--- config.mk ---
export PLATFORM = sky130hd
export DESIGN_NAME = tmc_timers
export DESIGN_NICKNAME = d
export VERILOG_FILES = /design/src/design/tmc_pkg.sv /design/src/design/tmc_timers.sv
export VERILOG_INCLUDE_DIRS = /design/src /design/src/design
export SDC_FILE = /design/constraint.sdc
export NUM_CORES = 1
export LEC_CHECK = 0
export ABC_AREA = 0
export BUFFER_PORTS_ARGS = -buffer_cell sky130_fd_sc_hd__buf_4
export CAP_MARGIN = 20
export CORE_MARGIN = 2
export CORE_UTILIZATION = 59
export CTS_CLUSTER_DIAMETER = 150
export DETAILED_ROUTE_END_ITERATION = 10
export PLACE_DENSITY = 0.77
export REMOVE_ABC_BUFFERS = 1
export SLEW_MARGIN = 20
export SYNTH_ARGS = -nofsm -noshare
export SYNTH_HDL_FRONTEND = slang
export SYNTH_SLANG_ARGS = --single-unit
--- constraint.sdc ---
create_clock -name clk -period 3.6 [get_ports clk]
set_clock_uncertainty 0.1 [all_clocks]
set_input_delay 0.9 -clock clk [delete_from_list [all_inputs] [get_ports clk]]
set_output_delay 0.9 -clock clk [all_outputs]
set_load 0.03 [all_outputs]
--- src/design/tmc_cfg.svh ---
// Offsets, field positions, reset values and timing counts of the timer modules
`ifndef TMC_CFG_SVH
`define TMC_CFG_SVH
// Register indices on the plain register port
`define TMC_ADDR_W 4
`define TMC_REG_CTRL0_A 4'h0
`define TMC_REG_CTRL1_A 4'h1
`define TMC_REG_CMPA_A 4'h2
`define TMC_REG_CNT_A 4'h3
`define TMC_REG_CTRL0_B 4'h4
`define TMC_REG_CTRL1_B 4'h5
`define TMC_REG_CMPA_B 4'h6
`define TMC_REG_CNT_B 4'h7
`define TMC_REG_CTRL0_S 4'h8
`define TMC_REG_CTRL1_S 4'h9
`define TMC_REG_CMPA_S 4'hA
`define TMC_REG_CNT_S 4'hB
`define TMC_REG_PINCTL 4'hC
`define TMC_REG_LATCH 4'hD
`define TMC_REG_STATUS 4'hE
// Control-zero field positions
`define TMC_C0_PAUSE 7
`define TMC_C0_CK_HI 6
`define TMC_C0_CK_LO 4
`define TMC_C0_RUN 3
`define TMC_C0_RP_HI 2
`define TMC_C0_RP_LO 0
// Control-one field positions
`define TMC_C1_MODE_HI 7
`define TMC_C1_MODE_LO 6
`define TMC_C1_IO_HI 5
`define TMC_C1_IO_LO 4
`define TMC_C1_INIT 3
`define TMC_C1_POL 2
`define TMC_C1_CCLR 0
// Reset values
`define TMC_PINCTL_RST 8'h05
`define TMC_LATCH_RST 8'h00
// Clock dividers
`define TMC_DIV_SYS4 4
`define TMC_DIV_H16 16
`define TMC_DIV_H64 64
`define TMC_TBC_DIV 256
`endif

--- src/design/tmc_pkg.sv ---
// Types shared by the timer module framework
`default_nettype none
package tmc_pkg;
   typedef enum logic [2:0] {
      TMC_CK_SYS4 = 3'b000,
      TMC_CK_SYS = 3'b001,
      TMC_CK_H16 = 3'b010,
      TMC_CK_H64 = 3'b011,
      TMC_CK_TBC = 3'b100,
      TMC_CK_NONE = 3'b101,
      TMC_CK_EXT_RISE = 3'b110,
      TMC_CK_EXT_FALL = 3'b111
   } tmc_clksel_e;
   typedef enum logic [1:0] {
      TMC_M_CMP = 2'b00,
      TMC_M_PWM = 2'b10,
      TMC_M_TIMER = 2'b11,
      TMC_M_PULSE = 2'b01
   } tmc_mode_e;
   typedef struct packed {
      logic [3:0] addr;
      logic [7:0] wdata;
      logic wr;
      logic rd;
   } tmc_bus_s;
   typedef struct packed {
      logic pause;
      logic [2:0] clk_sel;
      logic run;
      logic [2:0] period;
   } tmc_ctrl0_s;
   typedef struct packed {
      logic [1:0] mode;
      logic [1:0] io;
      logic init;
      logic pol;
      logic dpx;
      logic cclr;
   } tmc_ctrl1_s;
endpackage : tmc_pkg
`default_nettype wire

--- src/design/tmc_timers.sv ---
// Two compact timers and one standard timer with shared clock selection and pin control
`timescale 1ns/100ps
`default_nettype none
`include "tmc_cfg.svh"
////////////////////////////////////////////////////////////////////////////////
////////////////////////////////////////////////////////////////////////////////
module tmc_timers
   import tmc_pkg::*;
(
   // Clock and reset
   input wire logic clk,
   input wire logic reset,
   // Register port
   input wire logic [3:0] reg_addr,
   input wire logic [7:0] reg_wdata,
   input wire logic reg_wr,
   input wire logic reg_rd,
   output logic [7:0] reg_rdata,
   // External timer inputs, one per timer
   input wire logic [2:0] ext_timer_input,
   // Interrupt events, one-cycle pulses, per timer
   output logic [2:0] irq_cmp_a,
   output logic [2:0] irq_cmp_p,
   // Output pins with enables; the enable is low while the timer drives
   output logic timer_a_out_primary,
   output logic timer_a_out_secondary,
   output logic timer_b_out_primary,
   output logic timer_b_out_secondary,
   output logic standard_out_primary,
   output logic [4:0] timer_pin_oe_n
);
   ////////////////////////////////////////////////////////////////////////////
   // Register storage
   logic [7:0] ctrl0_reg [3];
   logic [7:0] ctrl1_reg [3];
   logic [15:0] cmpa_reg [3];
   logic [7:0] cmpa_lo_buf_reg;
   logic [7:0] cnt_lo_buf_reg;
   logic [4:0] pinctl_reg;
   logic [4:0] latch_reg;
   logic [15:0] cnt_reg [3];
   logic [2:0] ext_s1_reg, ext_s2_reg, ext_s3_reg;
   logic [2:0] run_d_reg;
   logic [5:0] div_reg;
   logic [7:0] tbc_reg;
   logic [1:0] tout_reg [3];
   logic [2:0] stat_a_reg, stat_p_reg;

   // Decode a register index into timer number and register kind
   function automatic logic [1:0] tmr_of(input logic [3:0] a);
      return a[3:2];
   endfunction : tmr_of
   function automatic logic [1:0] kind_of(input logic [3:0] a);
      return a[1:0];
   endfunction : kind_of

   // Prescaler: one-cycle enables for every divided internal rate
   logic en_sys4, en_h16, en_h64, en_tbc;
   always_ff @(posedge clk) begin
      if (reset) begin
         div_reg <= 6'h00;
         tbc_reg <= 8'h00;
      end else begin
         div_reg <= div_reg + 6'h01;
         tbc_reg <= tbc_reg + 8'h01;
      end
   end
   assign en_sys4 = (div_reg[1:0] == 2'(`TMC_DIV_SYS4 - 1));
   assign en_h16 = (div_reg[3:0] == 4'(`TMC_DIV_H16 - 1));
   assign en_h64 = (div_reg == 6'(`TMC_DIV_H64 - 1));
   assign en_tbc = (tbc_reg == 8'(`TMC_TBC_DIV - 1));

   // External inputs: two-flop synchroniser, third flop for edge detection
   always_ff @(posedge clk) begin
      if (reset) begin
         ext_s1_reg <= 3'h0;
         ext_s2_reg <= 3'h0;
         ext_s3_reg <= 3'h0;
      end else begin
         ext_s1_reg <= ext_timer_input;
         ext_s2_reg <= ext_s1_reg;
         ext_s3_reg <= ext_s2_reg;
      end
   end

   ////////////////////////////////////////////////////////////////////////////
   // Register writes; the low compare byte waits in a buffer until high is written
   always_ff @(posedge clk) begin
      if (reset) begin
         for (int i = 0; i < 3; i++) begin
            ctrl0_reg[i] <= 8'h00;
            ctrl1_reg[i] <= 8'h00;
            cmpa_reg[i] <= 16'h0000;
         end
         cmpa_lo_buf_reg <= 8'h00;
         pinctl_reg <= 5'(`TMC_PINCTL_RST);
         latch_reg <= 5'(`TMC_LATCH_RST);
      end else if (reg_wr) begin
         if (reg_addr == `TMC_REG_PINCTL) begin
            pinctl_reg <= reg_wdata[4:0];
         end else if (reg_addr == `TMC_REG_LATCH) begin
            latch_reg <= reg_wdata[4:0];
         end else if (tmr_of(reg_addr) != 2'h3) begin
            unique case (kind_of(reg_addr))
               2'h0: ctrl0_reg[tmr_of(reg_addr)] <= reg_wdata;
               2'h1: ctrl1_reg[tmr_of(reg_addr)] <= reg_wdata;
               2'h2: begin
                  // Even write is the low byte into the buffer, odd is high plus latch
                  cmpa_lo_buf_reg <= reg_wdata;
               end
               2'h3: begin
                  cmpa_reg[tmr_of(reg_addr)] <= {reg_wdata, cmpa_lo_buf_reg};
               end
            endcase
         end
      end
   end

   ////////////////////////////////////////////////////////////////////////////
   // Per-timer counters, comparators and outputs
   logic [2:0] tick, match_a, match_p, ovf;
   genvar g;
   generate
      for (g = 0; g < 3; g++) begin : g_tmr
         localparam int W = (g == 2) ? 16 : 10;
         tmc_ctrl0_s c0;
         tmc_ctrl1_s c1;
         logic [W-1:0] cnt;
         logic [W-1:0] cmp_p_full;
         logic clr_now;
         assign c0 = ctrl0_reg[g];
         assign c1 = ctrl1_reg[g];
         assign cnt = cnt_reg[g][W-1:0];
         // Period comparator value is the P code in the top three bits, lower bits zero; zero means full range
         assign cmp_p_full = {c0.period, {(W-3){1'b0}}};
         // Counter clock selection
         always_comb begin
            unique case (tmc_clksel_e'(c0.clk_sel))
               TMC_CK_SYS4: tick[g] = en_sys4;
               TMC_CK_SYS: tick[g] = 1'b1;
               TMC_CK_H16: tick[g] = en_h16;
               TMC_CK_H64: tick[g] = en_h64;
               TMC_CK_TBC: tick[g] = en_tbc;
               TMC_CK_NONE: tick[g] = 1'b0;
               TMC_CK_EXT_RISE: tick[g] = ext_s2_reg[g] & ~ext_s3_reg[g];
               TMC_CK_EXT_FALL: tick[g] = ~ext_s2_reg[g] & ext_s3_reg[g];
            endcase
         end
         // Compare evaluates the next count so match and clear share one tick
         logic [W-1:0] cnt_inc;
         logic cnt_go;
         // Counting starts the cycle after the run rise: a count left over from before
         // the stop must not raise a match on the clearing edge
         assign cnt_go = c0.run & run_d_reg[g] & ~c0.pause & tick[g];
         assign cnt_inc = cnt + W'(1);
         assign match_a[g] = cnt_go & (cnt_inc == cmpa_reg[g][W-1:0]);
         assign match_p[g] = cnt_go & (c0.period == 3'h0 ?
            (cnt_inc == {W{1'b0}}) : (cnt_inc == cmp_p_full));
         assign ovf[g] = cnt_go & (cnt == {W{1'b1}});
         // Clear on A match if chosen, else on P match; overflow always wraps to zero
         assign clr_now = (c1.cclr ? match_a[g] : match_p[g]) | ovf[g];
         always_ff @(posedge clk) begin
            if (reset) begin
               cnt_reg[g] <= 16'h0000;
               run_d_reg[g] <= 1'b0;
            end else begin
               run_d_reg[g] <= c0.run;
               if (c0.run & ~run_d_reg[g]) begin
                  cnt_reg[g] <= 16'h0000;
               end else if (cnt_go) begin
                  cnt_reg[g] <= clr_now ? 16'h0000 : 16'(cnt_inc);
               end
            end
         end
         // Output generation: compare-match actions, edge aligned PWM or single pulse
         always_ff @(posedge clk) begin
            if (reset) begin
               tout_reg[g] <= 2'b00;
            end else if (!c0.run) begin
               tout_reg[g][0] <= c1.init;
            end else if (tmc_mode_e'(c1.mode) == TMC_M_CMP && match_a[g]) begin
               unique case (c1.io)
                  2'b00: tout_reg[g][0] <= tout_reg[g][0];
                  2'b01: tout_reg[g][0] <= 1'b0;
                  2'b10: tout_reg[g][0] <= 1'b1;
                  2'b11: tout_reg[g][0] <= ~tout_reg[g][0];
               endcase
            end else if (tmc_mode_e'(c1.mode) == TMC_M_PWM && cnt_go) begin
               // Period fixed by P, duty by A: edge aligned at counter start
               if (match_p[g] | ovf[g]) begin
                  tout_reg[g][0] <= 1'b1;
               end else if (match_a[g]) begin
                  tout_reg[g][0] <= 1'b0;
               end
            end else if (g == 2 && tmc_mode_e'(c1.mode) == TMC_M_PULSE) begin
               // Single pulse: high from run start to A match, standard only
               tout_reg[g][0] <= ~(match_a[g] | (tout_reg[g][1] & ~tout_reg[g][0]));
            end
            if (!reset) begin
               tout_reg[g][1] <= run_d_reg[g];
            end
         end
      end
   endgenerate

   ////////////////////////////////////////////////////////////////////////////
   // Interrupt events and sticky status, cleared when read; set wins
   always_ff @(posedge clk) begin
      if (reset) begin
         irq_cmp_a <= 3'h0;
         irq_cmp_p <= 3'h0;
         stat_a_reg <= 3'h0;
         stat_p_reg <= 3'h0;
      end else begin
         irq_cmp_a <= match_a;
         irq_cmp_p <= match_p;
         if (reg_rd && reg_addr == `TMC_REG_STATUS) begin
            stat_a_reg <= match_a;
            stat_p_reg <= match_p;
         end else begin
            stat_a_reg <= stat_a_reg | match_a;
            stat_p_reg <= stat_p_reg | match_p;
         end
      end
   end

   ////////////////////////////////////////////////////////////////////////////
   // Pins: polarity, complementary pair from latch bits, pin enable
   logic [4:0] pin_val;
   always_comb begin
      pin_val[0] = tout_reg[0][0] ^ ctrl1_reg[0][`TMC_C1_POL] ^ latch_reg[0];
      pin_val[1] = tout_reg[0][0] ^ ctrl1_reg[0][`TMC_C1_POL] ^ latch_reg[1];
      pin_val[2] = tout_reg[1][0] ^ ctrl1_reg[1][`TMC_C1_POL] ^ latch_reg[2];
      pin_val[3] = tout_reg[1][0] ^ ctrl1_reg[1][`TMC_C1_POL] ^ latch_reg[3];
      pin_val[4] = tout_reg[2][0] ^ ctrl1_reg[2][`TMC_C1_POL] ^ latch_reg[4];
   end
   always_ff @(posedge clk) begin
      if (reset) begin
         timer_a_out_primary <= 1'b0;
         timer_a_out_secondary <= 1'b0;
         timer_b_out_primary <= 1'b0;
         timer_b_out_secondary <= 1'b0;
         standard_out_primary <= 1'b0;
         timer_pin_oe_n <= 5'h1F;
      end else begin
         timer_a_out_primary <= pin_val[0] & pinctl_reg[0];
         timer_a_out_secondary <= pin_val[1] & pinctl_reg[1];
         timer_b_out_primary <= pin_val[2] & pinctl_reg[2];
         timer_b_out_secondary <= pin_val[3] & pinctl_reg[3];
         standard_out_primary <= pin_val[4] & pinctl_reg[4];
         timer_pin_oe_n <= ~pinctl_reg;
      end
   end

   ////////////////////////////////////////////////////////////////////////////
   // Read path: high-byte read of counter latches low byte into a buffer
   always_ff @(posedge clk) begin
      if (reset) begin
         reg_rdata <= 8'h00;
         cnt_lo_buf_reg <= 8'h00;
      end else if (reg_rd) begin
         reg_rdata <= 8'h00;
         if (reg_addr == `TMC_REG_PINCTL) begin
            reg_rdata <= {3'b000, pinctl_reg};
         end else if (reg_addr == `TMC_REG_LATCH) begin
            reg_rdata <= {3'b000, latch_reg};
         end else if (reg_addr == `TMC_REG_STATUS) begin
            reg_rdata <= {2'b00, stat_p_reg, stat_a_reg};
         end else if (tmr_of(reg_addr) != 2'h3) begin
            unique case (kind_of(reg_addr))
               2'h0: reg_rdata <= ctrl0_reg[tmr_of(reg_addr)];
               2'h1: reg_rdata <= ctrl1_reg[tmr_of(reg_addr)];
               2'h2: reg_rdata <= cnt_lo_buf_reg;
               2'h3: begin
                  reg_rdata <= cnt_reg[tmr_of(reg_addr)][15:8];
                  cnt_lo_buf_reg <= cnt_reg[tmr_of(reg_addr)][7:0];
               end
            endcase
         end
      end else begin
         reg_rdata <= 8'h00;
      end
   end
endmodule : tmc_timers
`default_nettype wire

==> impl_metrics.ini <==
[run_status]
outcome = finished, violations left
violations = DRC

[min_path]
min_path_type = reg2reg
worstHoldStart = ext_s1_reg[1]$_SDFF_PP0_

[route]
drc = 3
vias = 8075
wl_per_cell_um = 20.65
ant_nets = 0
drtPass1Iterations = 8
drt-total-wl_mm = 27.47
viasPerCell = 6.071
first_iter_violations = 821

[power]
pwr-share-seq_pct = 49.6
clkPwrFrac_pct = 41.3
p_sw_share_pct = 24.86
power.switching_w = 0.001397
pwr-share-comb_pct = 9.1
power_density_nw_per_um2 = 460.9
total_power_w = 0.005621
p_int_w = 0.004224
power_leakage_nw = 4.574
irDropWorstVdd_v = 0.0003968

[clocking]
htreeDepth = 1
cts_resized = 0
cts_max_path_buffers = 3
ctsHoldBuffers = 0
root_buffer = clkbuf_16
path_clk_slew_ns = 0.06
cts_tree = done
cts.sinks = 211
cts_buffers = 23
cts_setup_buffers = 0
clock_latency_ns = 0.54

[setup_path]
slowest_delay_ns = 0.79
cp-end-kind = register
startpoint = tbc_reg[0]$_SDFF_PP0_
crit_family = simple AND/OR/NAND/NOR gates
cp_cell_sequence = ha_1 > nand4_1 > or4_1 > a21boi_0 > o21ai_1 > nor4_1 > and2_1 > or3_4 > nor2_1
startpoint_type = register
arrival_ns = 3.58
path_class = reg2reg
slowest_stage = nor4_1
reg2reg_from = tbc_reg[0]$_SDFF_PP0_
cp.required_ns = 3.77
cp_num_buf_inv = 0
cp_max_fo = 6

[timing]
period_needed_ns = 3.412
fmax_mhz = 293.1
slew_viol_final = 0
hold_viol = 0
worst_pin_slew_ns = 0.8531
layout_worst_path_cycle_share_pct = 94.78
finalSetupViolCount = 0
fin_setup_tns_ns = 0
relSlewSlack_pct = 42.60
rsz0062_at_grt = false

[synthesis]
synth_area_leaders = edfxtp_1 (35%), dfxtp_1 (15%), and2_1 (5.2%)
netlist_instances = 1045
netlist.area_leader.share_pct = 35.21
yosysSeqAreaShare_pct = 50.44
synth_area_leader_cell = edfxtp_1
synth_area_um2 = 10920
ys_seq_elements = 211
yosysWarnings = 0
synth_ff_type = edfxtp_1
async_flop_share_pct = 0
syn_avg_cell_area_um2 = 10.45
ys_types = 80
synth_edf_count = 128

[global_route]
antenna_found_initial = 1
first_global_vias = 7549
grt_overflow_total = 0
grt_max_degree = 37
grt_pass1_wl_mm = 42.47
track_usage_pct = 28.15

[die]
die_area_um2 = 19600
die_w_um = 140.0
initial_core_util_pct = 60.35
io_pins = 43
core_area_um2 = 18090
row_count = 49
die-height_um = 140.0

[final_layout]
layout.nets = 1111
area_growth_pct = 11.73
drive_gt1_share_pct = 11.99
fillers = 1420
num_antenna_cells = 0

[placement]
port_buffers = 42
hpwl_mm = 19.72
gp_congestion = 0.9549

[job]
maxCapViolCount = 0
==> area by class of cell <==
| class | count | area [um^2] | area share (%) |
|---|---|---|---|
| timing repair buffer | 63 | 473.0 | 3.878 |
| sequential | 211 | 5505 | 45.14 |
| tap | 229 | 286.5 | 2.349 |
| clock buffer | 35 | 650.6 | 5.335 |
| inverter | 23 | 86.33 | 0.7079 |
| clock inverter | 7 | 83.83 | 0.6874 |
| multi-input combinational | 762 | 5110 | 41.90 |
==> Yosys cell counts (4+ instances only) <==
cell	count
ha_1	8
o21ai_0	27
nor4b_1	4
mux2i_1	39
xnor3_1	10
edfxtp_1	128
o22ai_1	9
buf_1	6
xnor2_1	60
nor2_1	140
mux4_2	5
xor2_1	15
a21o_1	11
nor2b_1	23
inv_1	23
nand2b_1	19
nor3_1	22
and2_1	90
nand4_1	10
or3_1	6
and3_1	8
or2_2	11
nor4_1	11
nand2_1	53
dfxtp_1	83
or4_1	6
nor3b_1	6
mux2_2	6
clkbuf_1	34
a211oi_1	12
a211o_1	5
nand3b_1	4
o211ai_1	5
a21oi_1	44
buf_2	8
nand3_1	31
==> final timing paths <==
check                                                   end  slack (ns)  depth (start not counted)
worst min-delay path               ext_s2_reg[1]$_SDFF_PP0_        0.35                          1
worst max register to register  cnt_reg[0][8]$_SDFFCE_PP0P_        0.19                          9
worst min register to register     ext_s2_reg[1]$_SDFF_PP0_        0.35                          1
worst max-delay path            cnt_reg[0][8]$_SDFFCE_PP0P_        0.19                          9
==> cell families (layout without fill, tap and decap cells) <==
group                    after synthesis  count (layout)  share of synthesized area [%]
adder cells (fa/ha/maj)                8               8                         0.9170
AO/OA/AOI/OAI                        147             147                          8.769
flip-flops                           211             211                          50.44
AND/OR/NAND/NOR                      464             464                          22.93
multiplexers                          50              50                          5.227
other                                  1               5                        0.03435
XOR/XNOR                              88              88                          8.735
buffers and inverters                 76             128                          2.957
==> placed cells by master (no fill, tap or decap), drive strengths merged, types with 10 or more instances in the layout <==
cell type and n:
a211oi 12, a21o 11, a21oi 44, and2 90
buf 63, clkbuf 35, dfxtp 83, edfxtp 128
inv 27, mux2i 39, nand2 53, nand2b 19
nand3 32, nand4 12, nor2 140, nor2b 23
nor3 24, nor4 14, o21ai 28, or2 11
xnor2 60, xnor3 10, xor2 15
==> worst reg2reg max path, delay by kind of cell, from the launching register on <==
kind	cells	cell delay [ns]
simple gates	6	2.03
flops	1	0.37
compound gates	2	0.43
fa+ha+maj	1	0.22
==> power by group through the flow <==
| stage | sequential, W | combinational [W] | clock (W) |
|---|---|---|---|
| after floorplan | 0.00281 | 0.000301 | 0 |
| after global placement | 0.00283 | 0.000502 | 0 |
| after detailed placement | 0.00284 | 0.000503 | 0 |
| after CTS | 0.00279 | 0.000506 | 0.00234 |
| after global routing | 0.00280 | 0.000551 | 0.00242 |
| final | 0.00279 | 0.000512 | 0.00232 |
==> metrics by stage <==
step           setup WS [ns]  instances  cell area (um^2)  utilization (%)  hold slack (ns)
2_1_floorplan         0.5036        996             10690                -           0.2994
3_3_place_gp          0.3025       1288             11450            63.33           0.3212
3_5_place_dp          0.2500       1288             11450            63.33           0.3284
4_1_cts               0.1601       1330             12190            67.39           0.3483
5_1_grt              0.06128       1330             12200            67.43           0.3659
6_report              0.1878       1330             12200            67.43           0.3464
==> metal layers <==
| layer | part of all wire, % | wire length [um] | up-vias | track usage, % |
|---|---|---|---|---|
| met3 | 8.2 | 2254 | 68 | 4.615 |
| li1 | - | - | 3779 | - |
| met1 | 43 | 11780 | 3869 | 40.08 |
| met4 | 3.3 | 920 | 0 | 9.197 |
| met2 | 46 | 12510 | 359 | 44.54 |
| met5 | 0 | 0 | - | 0 |
Note: power is estimated with default switching activity, not from simulation.
